**src/csi_pkg.sv**
```systemverilog
package csi_pkg;
  // ---------------------------------------------------------------
  // register byte addresses
  // ---------------------------------------------------------------
  localparam logic [7:0] ADDR_MAINT     = 8'h00;
  localparam logic [7:0] ADDR_SUMMARY   = 8'h04;
  localparam logic [7:0] ADDR_CNT_STAT  = 8'h08;
  localparam logic [7:0] ADDR_START     = 8'h0c;
  localparam logic [7:0] ADDR_END       = 8'h10;
  localparam logic [7:0] ADDR_CTRL      = 8'h14;
  localparam logic [7:0] ADDR_CNT_MASK  = 8'h18;
  localparam logic [7:0] ADDR_CNT_SAT   = 8'h1c;
  localparam logic [7:0] ADDR_START_EN  = 8'h20;
  localparam logic [7:0] ADDR_END_EN    = 8'h24;
  // ---------------------------------------------------------------
  // reset and load values
  // ---------------------------------------------------------------
  localparam logic [7:0] MAINT_RST      = 8'h81;
  localparam logic [7:0] MAINT_EN_HALT  = 8'h01;
  localparam logic [7:0] ZERO8          = 8'h00;
  // ---------------------------------------------------------------
  // field positions
  // ---------------------------------------------------------------
  localparam int MS_SEARCH = 7;
  localparam int MS_LOS    = 4;
  localparam int MS_IDLE   = 3;
  localparam int MS_YEL    = 2;
  localparam int MS_AIS    = 1;
  localparam int MS_OOF    = 0;
  localparam int SS_TXDL   = 5;
  localparam int SS_RXDL   = 4;
  localparam int SS_RXFEAC = 3;
  localparam int SS_END    = 2;
  localparam int SS_START  = 1;
  localparam int SS_CNT    = 0;
  localparam int CI_EXZ    = 7;
  localparam int CI_XDGR   = 6;
  localparam int CI_LCV    = 5;
  localparam int CI_FEBE   = 4;
  localparam int CI_PTH    = 3;
  localparam int CI_FERR   = 2;
  localparam int CI_PDGR   = 1;
  localparam int CI_PAR    = 0;
  localparam int AS_SEF    = 5;
  localparam int CTRL_EN   = 0;
  localparam int CTRL_HALT = 1;
  localparam int CTRL_MODE = 4;
  // ---------------------------------------------------------------
  // framing modes and bus answers
  // ---------------------------------------------------------------
  localparam logic [1:0] MODE_M13  = 2'h0;
  localparam logic [1:0] MODE_CBIT = 2'h1;
  localparam logic [1:0] MODE_G751 = 2'h2;
  localparam logic [1:0] MODE_G832 = 2'h3;
  localparam logic [1:0] RESP_OKAY   = 2'h0;
  localparam logic [1:0] RESP_SLVERR = 2'h2;

  // e3 modes have the upper mode bit set
  function automatic logic isE3(input logic [1:0] mode);
    return mode[1];
  endfunction

  // counter flags that can exist in a framing mode
  function automatic logic [7:0] cntAllow(input logic [1:0] mode);
    logic [7:0] m;
    m = 8'hff;
    if (isE3(mode)) begin
      m[CI_XDGR] = 1'b0;
      m[CI_PDGR] = 1'b0;
    end
    if (mode != MODE_CBIT) begin
      m[CI_PTH] = 1'b0;
    end
    if (mode == MODE_M13 || mode == MODE_G751) begin
      m[CI_FEBE] = 1'b0;
    end
    if (mode == MODE_G751) begin
      m[CI_PAR] = 1'b0;
    end
    return m;
  endfunction
endpackage

```
**src/csi_channel_status.sv**
```systemverilog
`timescale 1ns/1ps
// What this block does
// - maintenance register resets to 81h; enable loads 81h, or 01h with search halt
// - bit 7 stays high while the framer hunts for framing
// - signal loss bit follows the loss indicator one cycle later
// - idle bit follows the idle detector, always low in e3 modes
// - yellow bit is high while remote alarm is detected
// - ais bit is high while ais is detected
// - out-of-frame bit follows oof, and oof forces a frame search
// - summary register has one bit per lower status register
// - summary bit is or of unmasked flags, not cleared by reading
// - summary bits may stack; enable affects them only via sources
// - counter flags are active high and set even when masked
// - reading the counter status register clears it
// - counter flags set on rollover or saturation, per select bit
// - x-bit mismatch flag stays low in e3 modes
// - far block error flag low in g751 and m13 modes
// - path parity flag only in c-bit parity mode
// - p-bit mismatch flag stays low in e3 modes
// - parity flag stays low in g751 mode
// - event flags set on event, clear on read or on enable set
// - alarm start register latches sef, loss, idle, yellow, ais starts
// - start bit 0 sets on entering out-of-frame, clears on read
// - alarm end register latches ends of loss, idle, yellow, ais and oof
module csi_channel_status (
  input  wire logic       core_clk,          // 20 MHz clock
  input  wire logic       arst_n,            // async reset, active low
  input  wire logic [7:0] awaddr,            // write address
  input  wire logic       awvalid,           // write address valid
  output logic            awready,           // write address ready
  input  wire logic [31:0] wdata,            // write data
  input  wire logic [3:0] wstrb,             // write strobes
  input  wire logic       wvalid,            // write data valid
  output logic            wready,            // write data ready
  output logic      [1:0] bresp,             // write response
  output logic            bvalid,            // write response valid
  input  wire logic       bready,            // write response ready
  input  wire logic [7:0] araddr,            // read address
  input  wire logic       arvalid,           // read address valid
  output logic            arready,           // read address ready
  output logic     [31:0] rdata,             // read data
  output logic      [1:0] rresp,             // read response
  output logic            rvalid,            // read data valid
  input  wire logic       rready,            // read data ready
  input  wire logic       frameSearchActive, // framer hunting
  input  wire logic       signalLossAlarm,   // loss before decoder
  input  wire logic       idlePatternSeen,   // idle found
  input  wire logic       yellowAlarmSeen,   // rai/rdi detected
  input  wire logic       alarmIndicationSeen, // ais detected
  input  wire logic       outOfFrameAlarm,   // oof detected
  input  wire logic       severeFrameError,  // sef detected
  input  wire logic [7:0] cntRollover,       // counter rollover pulses
  input  wire logic [7:0] cntSaturate,       // counter saturate pulses
  input  wire logic       txLinkFeacSource,  // tx link/feac unmasked flag
  input  wire logic       rxLinkSource,      // rx link unmasked flag
  input  wire logic       rxFeacSource,      // rx feac unmasked flag
  output logic            chanIrq            // channel request, high
);
  // ---------------------------------------------------------------
  // declarations
  // ---------------------------------------------------------------
  logic       awreadyR, wreadyR, bvalidR, arreadyR, rvalidR;
  logic [1:0] brespR, rrespR;
  logic [31:0] rdataR;
  logic       awGot_r, wGot_r;
  logic [7:0] awAddr_r;
  logic [7:0] wByte_r;
  logic       wLane_r;
  logic       doWrite, doRead;
  logic [7:0] ctrl_r, cntMask_r, cntSat_r, startEn_r, endEn_r;
  logic [7:0] maint_r, maintNxt, summary_r, summaryNxt;
  logic       irq_r;
  logic       enPrev_r, enRise;
  logic [1:0] mode;
  logic [5:0] prevLive_r, liveVec, riseVec, fallVec;
  logic [7:0] cntSet, startSet, endSet;
  logic [7:0] cntFlags, startFlags, endFlags;
  logic [7:0] startEnClr, endEnClr;
  logic       rdCnt, rdStart, rdEnd;

  // true for every mapped offset
  function automatic logic mapped(input logic [7:0] a);
    return a[1:0] == 2'h0 && a <= csi_pkg::ADDR_END_EN;
  endfunction

  // ---------------------------------------------------------------
  // axi4-lite write path
  // ---------------------------------------------------------------
  assign doWrite = awGot_r && wGot_r && !bvalidR;

  // address and data are caught in either order
  always_ff @(posedge core_clk or negedge arst_n) begin
    if (!arst_n) begin
      awGot_r  <= 1'b0;
      wGot_r   <= 1'b0;
      awreadyR <= 1'b1;
      wreadyR  <= 1'b1;
      awAddr_r <= 8'h00;
      wByte_r  <= 8'h00;
      wLane_r  <= 1'b0;
    end else begin
      if (awvalid && awreadyR) begin
        awGot_r  <= 1'b1;
        awreadyR <= 1'b0;
        awAddr_r <= awaddr;
      end
      if (wvalid && wreadyR) begin
        wGot_r  <= 1'b1;
        wreadyR <= 1'b0;
        wByte_r <= wdata[7:0];
        wLane_r <= wstrb[0];
      end
      if (bvalidR && bready) begin
        awGot_r  <= 1'b0;
        wGot_r   <= 1'b0;
        awreadyR <= 1'b1;
        wreadyR  <= 1'b1;
      end
    end
  end

  // write response one cycle after both halves are held
  always_ff @(posedge core_clk or negedge arst_n) begin
    if (!arst_n) begin
      bvalidR <= 1'b0;
      brespR  <= csi_pkg::RESP_OKAY;
    end else if (doWrite) begin
      bvalidR <= 1'b1;
      brespR  <= mapped(awAddr_r) ? csi_pkg::RESP_OKAY : csi_pkg::RESP_SLVERR;
    end else if (bvalidR && bready) begin
      bvalidR <= 1'b0;
    end
  end

  // ---------------------------------------------------------------
  // control registers written by software
  // ---------------------------------------------------------------
  always_ff @(posedge core_clk or negedge arst_n) begin
    if (!arst_n) begin
      ctrl_r    <= 8'h00;
      cntMask_r <= 8'h00;
      cntSat_r  <= 8'h00;
      startEn_r <= 8'h00;
      endEn_r   <= 8'h00;
    end else if (doWrite && wLane_r) begin
      unique case (awAddr_r)
        csi_pkg::ADDR_CTRL:     ctrl_r    <= wByte_r & 8'h33;
        csi_pkg::ADDR_CNT_MASK: cntMask_r <= wByte_r;
        csi_pkg::ADDR_CNT_SAT:  cntSat_r  <= wByte_r;
        csi_pkg::ADDR_START_EN: startEn_r <= wByte_r & 8'h3f;
        csi_pkg::ADDR_END_EN:   endEn_r   <= wByte_r & 8'h1f;
        default: ;
      endcase
    end
  end

  assign mode = ctrl_r[csi_pkg::CTRL_MODE +: 2];

  // enable bits that go from clear to set wipe stale events
  always_comb begin
    startEnClr = csi_pkg::ZERO8;
    endEnClr   = csi_pkg::ZERO8;
    if (doWrite && wLane_r && awAddr_r == csi_pkg::ADDR_START_EN) begin
      startEnClr = wByte_r & ~startEn_r & 8'h3f;
    end
    if (doWrite && wLane_r && awAddr_r == csi_pkg::ADDR_END_EN) begin
      endEnClr = wByte_r & ~endEn_r & 8'h1f;
    end
  end

  // ---------------------------------------------------------------
  // axi4-lite read path
  // ---------------------------------------------------------------
  assign doRead  = arvalid && arreadyR;
  assign rdCnt   = doRead && araddr == csi_pkg::ADDR_CNT_STAT;
  assign rdStart = doRead && araddr == csi_pkg::ADDR_START;
  assign rdEnd   = doRead && araddr == csi_pkg::ADDR_END;

  // one read at a time; data captured on address acceptance
  always_ff @(posedge core_clk or negedge arst_n) begin
    if (!arst_n) begin
      arreadyR <= 1'b1;
      rvalidR  <= 1'b0;
      rdataR   <= 32'h0000_0000;
      rrespR   <= csi_pkg::RESP_OKAY;
    end else if (doRead) begin
      arreadyR <= 1'b0;
      rvalidR  <= 1'b1;
      rrespR   <= mapped(araddr) ? csi_pkg::RESP_OKAY : csi_pkg::RESP_SLVERR;
      unique case (araddr)
        csi_pkg::ADDR_MAINT:    rdataR <= {24'h0, maint_r};
        csi_pkg::ADDR_SUMMARY:  rdataR <= {24'h0, summary_r};
        csi_pkg::ADDR_CNT_STAT: rdataR <= {24'h0, cntFlags};
        csi_pkg::ADDR_START:    rdataR <= {24'h0, startFlags};
        csi_pkg::ADDR_END:      rdataR <= {24'h0, endFlags};
        csi_pkg::ADDR_CTRL:     rdataR <= {24'h0, ctrl_r};
        csi_pkg::ADDR_CNT_MASK: rdataR <= {24'h0, cntMask_r};
        csi_pkg::ADDR_CNT_SAT:  rdataR <= {24'h0, cntSat_r};
        csi_pkg::ADDR_START_EN: rdataR <= {24'h0, startEn_r};
        csi_pkg::ADDR_END_EN:   rdataR <= {24'h0, endEn_r};
        default:                rdataR <= 32'h0000_0000;
      endcase
    end else if (rvalidR && rready) begin
      rvalidR  <= 1'b0;
      arreadyR <= 1'b1;
    end
  end

  // ---------------------------------------------------------------
  // live maintenance indicators
  // ---------------------------------------------------------------
  assign enRise = ctrl_r[csi_pkg::CTRL_EN] && !enPrev_r;

  always_ff @(posedge core_clk or negedge arst_n) begin
    if (!arst_n) begin
      enPrev_r <= 1'b0;
    end else begin
      enPrev_r <= ctrl_r[csi_pkg::CTRL_EN];
    end
  end

  // next maintenance value from the receive indicators
  always_comb begin
    maintNxt = csi_pkg::ZERO8;
    maintNxt[csi_pkg::MS_SEARCH] = frameSearchActive || outOfFrameAlarm;
    maintNxt[csi_pkg::MS_LOS]  = signalLossAlarm;
    maintNxt[csi_pkg::MS_IDLE] = idlePatternSeen && !csi_pkg::isE3(mode);
    maintNxt[csi_pkg::MS_YEL]  = yellowAlarmSeen;
    maintNxt[csi_pkg::MS_AIS]  = alarmIndicationSeen;
    maintNxt[csi_pkg::MS_OOF]  = outOfFrameAlarm;
  end

  // enable loads the start-up value, otherwise track live state
  always_ff @(posedge core_clk or negedge arst_n) begin
    if (!arst_n) begin
      maint_r <= csi_pkg::MAINT_RST;
    end else if (enRise) begin
      maint_r <= ctrl_r[csi_pkg::CTRL_HALT] ? csi_pkg::MAINT_EN_HALT
                                            : csi_pkg::MAINT_RST;
    end else begin
      maint_r <= maintNxt;
    end
  end

  // ---------------------------------------------------------------
  // alarm start and end edges
  // ---------------------------------------------------------------
  assign liveVec = {severeFrameError && !csi_pkg::isE3(mode), signalLossAlarm,
                    idlePatternSeen && !csi_pkg::isE3(mode), yellowAlarmSeen,
                    alarmIndicationSeen, outOfFrameAlarm};
  assign riseVec = liveVec & ~prevLive_r;
  assign fallVec = ~liveVec & prevLive_r;

  always_ff @(posedge core_clk or negedge arst_n) begin
    if (!arst_n) begin
      prevLive_r <= 6'h00;
    end else begin
      prevLive_r <= liveVec;
    end
  end

  assign startSet = {2'b00, riseVec};
  assign endSet   = {3'b000, fallVec[4:0]};

  // ---------------------------------------------------------------
  // counter flags, gated by framing mode
  // ---------------------------------------------------------------
  assign cntSet = ((cntSaturate & cntSat_r) | (cntRollover & ~cntSat_r))
                  & csi_pkg::cntAllow(mode);

  csi_event_bank uCnt (
    .core_clk (core_clk),
    .arst_n   (arst_n),
    .setVec   (cntSet),
    .rdClr    (rdCnt),
    .clrVec   ({8{enRise}}),
    .flags    (cntFlags)
  );

  csi_event_bank uStart (
    .core_clk (core_clk),
    .arst_n   (arst_n),
    .setVec   (startSet),
    .rdClr    (rdStart),
    .clrVec   (startEnClr | {8{enRise}}),
    .flags    (startFlags)
  );

  csi_event_bank uEnd (
    .core_clk (core_clk),
    .arst_n   (arst_n),
    .setVec   (endSet),
    .rdClr    (rdEnd),
    .clrVec   (endEnClr | {8{enRise}}),
    .flags    (endFlags)
  );

  // ---------------------------------------------------------------
  // interrupt source summary and channel request
  // ---------------------------------------------------------------
  always_comb begin
    summaryNxt = csi_pkg::ZERO8;
    summaryNxt[csi_pkg::SS_TXDL]   = txLinkFeacSource;
    summaryNxt[csi_pkg::SS_RXDL]   = rxLinkSource;
    summaryNxt[csi_pkg::SS_RXFEAC] = rxFeacSource;
    summaryNxt[csi_pkg::SS_END]    = |(endFlags & endEn_r);
    summaryNxt[csi_pkg::SS_START]  = |(startFlags & startEn_r);
    summaryNxt[csi_pkg::SS_CNT]    = |(cntFlags & cntMask_r);
  end

  always_ff @(posedge core_clk or negedge arst_n) begin
    if (!arst_n) begin
      summary_r <= 8'h00;
      irq_r     <= 1'b0;
    end else begin
      summary_r <= summaryNxt;
      irq_r     <= |summaryNxt;
    end
  end

  // ---------------------------------------------------------------
  // outputs
  // ---------------------------------------------------------------
  assign awready = awreadyR;
  assign wready  = wreadyR;
  assign bvalid  = bvalidR;
  assign bresp   = brespR;
  assign arready = arreadyR;
  assign rvalid  = rvalidR;
  assign rdata   = rdataR;
  assign rresp   = rrespR;
  assign chanIrq = irq_r;
endmodule

```
**src/csi_event_bank.sv**
```systemverilog
`timescale 1ns/1ps
// sticky flags: hardware sets, read or enable clears, set wins
module csi_event_bank (
  input  wire logic       core_clk, // system clock
  input  wire logic       arst_n,   // async reset, active low
  input  wire logic [7:0] setVec,   // per-flag set pulses
  input  wire logic       rdClr,    // register read clears all
  input  wire logic [7:0] clrVec,   // per-flag clears
  output logic      [7:0] flags     // sticky flag state
);
  logic [7:0] flags_r;
  logic [7:0] clrAll;

  // combine the clear sources
  assign clrAll = clrVec | {8{rdClr}};

  // a set in the clearing cycle is kept
  always_ff @(posedge core_clk or negedge arst_n) begin
    if (!arst_n) begin
      flags_r <= 8'h00;
    end else begin
      flags_r <= (flags_r & ~clrAll) | setVec;
    end
  end

  assign flags = flags_r;
endmodule

```
**config.mk**
```make
export PLATFORM = sky130hd
export DESIGN_NAME = csi_channel_status
export DESIGN_NICKNAME = d
export VERILOG_FILES = /design/src/csi_pkg.sv /design/src/csi_channel_status.sv /design/src/csi_event_bank.sv
export SDC_FILE = /design/constraint.sdc
export NUM_CORES = 1
export LEC_CHECK = 0
export BUFFER_PORTS_ARGS = -buffer_cell sky130_fd_sc_hd__buf_2
export CAP_MARGIN = 20
export CORE_MARGIN = 1
export CORE_UTILIZATION = 42
export CTS_CLUSTER_SIZE = 28
export DETAILED_ROUTE_END_ITERATION = 16
export GPL_TIMING_DRIVEN = 1
export HOLD_SLACK_MARGIN = 0.15
export PLACE_DENSITY = 0.77
export SYNTH_ARGS = -nofsm -noshare
export SYNTH_HDL_FRONTEND = slang
export SYNTH_HIERARCHICAL = 1
export SYNTH_SLANG_ARGS = --single-unit
```
**constraint.sdc**
```tcl
create_clock -name core_clk -period 1.7 [get_ports core_clk]
set_input_delay 0.425 -clock core_clk [delete_from_list [all_inputs] [get_ports core_clk]]
set_output_delay 0.425 -clock core_clk [all_outputs]
set_load 0.05 [all_outputs]
```
==> summary.md <==
| Metric | Value |
|---|---|
| Outcome | finished with violations |
| Failing checks | negative setup slack |
| Worst setup SP type | flip-flop |
| WL final | 13.4 mm |
| Synth top area share | 47.7% |
| Die height | ~120 microns |
| Die width | 116 microns |
| Hold WS | 192 ps |
| DR pass1 iterations | 5 |
| RSZ-0062 raised after global routing | true |
| Worst setup EP type | flip-flop |
| Period utilization | 100% |
| Crit Path Class | flip-flop to flip-flop |
| Min Tclk post-route | between 1500 and 2000 ps |
| Antenna violations before repair | 0 |
| Die area | around 13000 sq um |
| Sequential area share after synthesis | ~50% |
| Clk sinks | 109 |
| Gr ovfl total | 0 |
| Htree depth | 3 |
| Layout cells sized above 1 | 34.3% |
| WL/cell | 17.6 microns |
| Global-route wire length before repair | 21.5 mm |
| CTS Buf Count | 9 |
| Async SR Flop Fraction | 100% |
| Vias in the first global route | between 4000 and 5000 |
| Cells after synthesis | 472 |
| Total core area | 12600 sq um |
| Inst Count DP | 746 |
| Total power | 7.64 mW |
| Leak | 3.03 nW |
| Final Instance Area | around 6700 sq um |
| Total Routing Usage GR | a little over a fifth |
| Count leader, synth | dfrtp_1 |
| F_max | 587 MHz |
| Routed Antenna Nets | 0 |
| Top FF cell, synth | dfrtp_1 |
| Iter 0 DRT Violations | 239 |
| Vias | 4104 |
| Yosys reg bits | around 110 |
| Average size of a mapped cell | around 12 sq um |
| Worst-Skew Late Latency | 360 ps |
| Leading post-synthesis cells by cell area | dfrtp_1 (48%), mux2_2 (5.8%), mux2_1 (5.2%) |
| Final setup fails | 1 |
| Fin util | 52.8% |
| Setup TNS | -3.91 ps |
| Synth Warn # | 6 |
| Worst EP arrival | 1950 ps |
| Largest net degree at the start of global routing | 38 |
| Max IR drop VDD | 0.889 mV |
| CTS tree | built |
| Antenna diodes | 0 |
| Netlist cell types | 64 |
| Vias per cell | 5.37 |
| Placed Area | 6250 sq um |
| Worst-path fanout max | 8 |
| I/O Buffers | 73 |
| Worst hold-check path type | input pin to flip-flop |
| Fin cells | 764 |
| Final Hold Viols | 0 |
| Post-synth EDFFs | 0 |
| FILL cells | 1106 |
| Power Dens Cells | 1150 nW/um^2 |
| Mapped Area | 5460 sq um |
| I/O pin count | 127 |
| Nets@finish | roughly 670 |
| Clock buffer depth | 2 |
| Clock Skews | 12.1 ps |
| CTS root buffer | clkbuf_16 |
| Post-synth top area cell | dfrtp_1 |
| Rows | 41 |
| Max Slew Vio Count | 0 |
| Placer Congestion | 0.868 |
| Initial core utilization | a little over two fifths |
| # DRC | 0 |
| HPWL after DPL | 10.2 mm |
| Post-Place Worst Slack | -169 ps |
| Post-synth top cells | dfrtp_1 (104), nor2_1 (35), buf_4 (30) |
| # Max-Cap Violations | 0 |
| Area grow syn2layout | 22.1% |
| Clock Pin Slew Worst Setup and Hold Paths | 80 ps |
| Worst setup margin | -3.91 ps |
| CP required | roughly 1900 ps |
## critical path: stages (launching register included)
cell     delay [ps]
dfrtp_1         420
nor4_4          320
and2b_1         200
nand3_2         250
mux2_1          400
## per-layer routing
| layer | vias to the layer above | global-route usage (%) | share of wire [%] |
|---|---|---|---|
| li1 | 1888 | - | - |
| met4 | 0 | 7.18 | 2.4 |
| met2 | 176 | 34.6 | 46 |
| met3 | 26 | 5.33 | 6.7 |
| met1 | 2014 | 28.0 | 44 |
| met5 | - | 0 | 0 |
## final cells by class
cell class | count | area, sq um | area share, %
Sequential cell | 109 | 2740 | 41.1
Inverter | 8 | 30.0 | 0.451
Clock inverter | 7 | 78.8 | 1.18
Clock buffer | 9 | 225 | 3.38
Timing Repair Buffer | 118 | 781 | 11.7
Multi-Input combinational cell | 341 | 2590 | 38.9
Tap cell | 172 | 215 | 3.23
## final timing paths
check	cells past startpoint	slack, ps	endpoint	from
min in group asynchronous	2	520	startEn_r[5]	arst_n
max reg2reg	4	-4	cntMask_r[5]	awAddr_r[7]
min	1	190	summary_r[4]	rxLinkSource
max	4	-4	cntMask_r[5]	awAddr_r[7]
min reg2reg	0	480	enPrev_r	ctrl_r[0]
max in group asynchronous	3	610	arready	arst_n
## sequential cells by signal (all words and copies together) (netlist names), 4 cells and up
name and flops:
uCnt/flags 8, ctrl_r 4, cntMask_r 8, wByte_r 8
cntSat_r 8, rdata 8, uEnd/flags 8, uStart/flags 8
awAddr_r 8, summary_r 6, maint_r 6, startEn_r 6
prevLive_r 6, endEn_r 5
## repair_timing
item,CTS,global route
setup endpoints to repair,23,34
gates resized for setup,5,18
endpoints found under the hold margin,21,0
hold buffers,1,0
pin swaps,2,1
setup buffers,0,1
## kinds of logic (layout without fill, tap and decap cells)
family                 after synthesis  in the layout  synth area share (%)
AO/OA/AOI/OAI                       95             95                  11.9
buffers and inverters               52            142                  6.30
flip-flops                         109            109                  50.1
multiplexers                        77             77                  15.8
other                                1             31                0.0687
AND/OR/NAND/NOR                    138            138                  15.9
## layout by cell type, fill, tap and decap left out, types with 11 or more instances in the layout
master and count:
mux2_2 28, dfrtp_1 103, mux2i_1 22, mux2_1 13, buf_2 71, a22oi_1 11
mux2_4 12, conb_1 31, nand2_1 17, buf_4 38, o21ai_1 13, a21oi_1 11
nor2_1 35, a21o_1 25, nand2b_1 14
## report_power, final
group	total, mW	switching (mW)	internal [mW]
Sequential	3.69	0.563	3.13
Clock	2.09	1.05	1.04
Combinational	1.85	1.03	0.824
Total	7.64	2.64	4.99
Note: power is estimated with default switching activity, not from simulation.
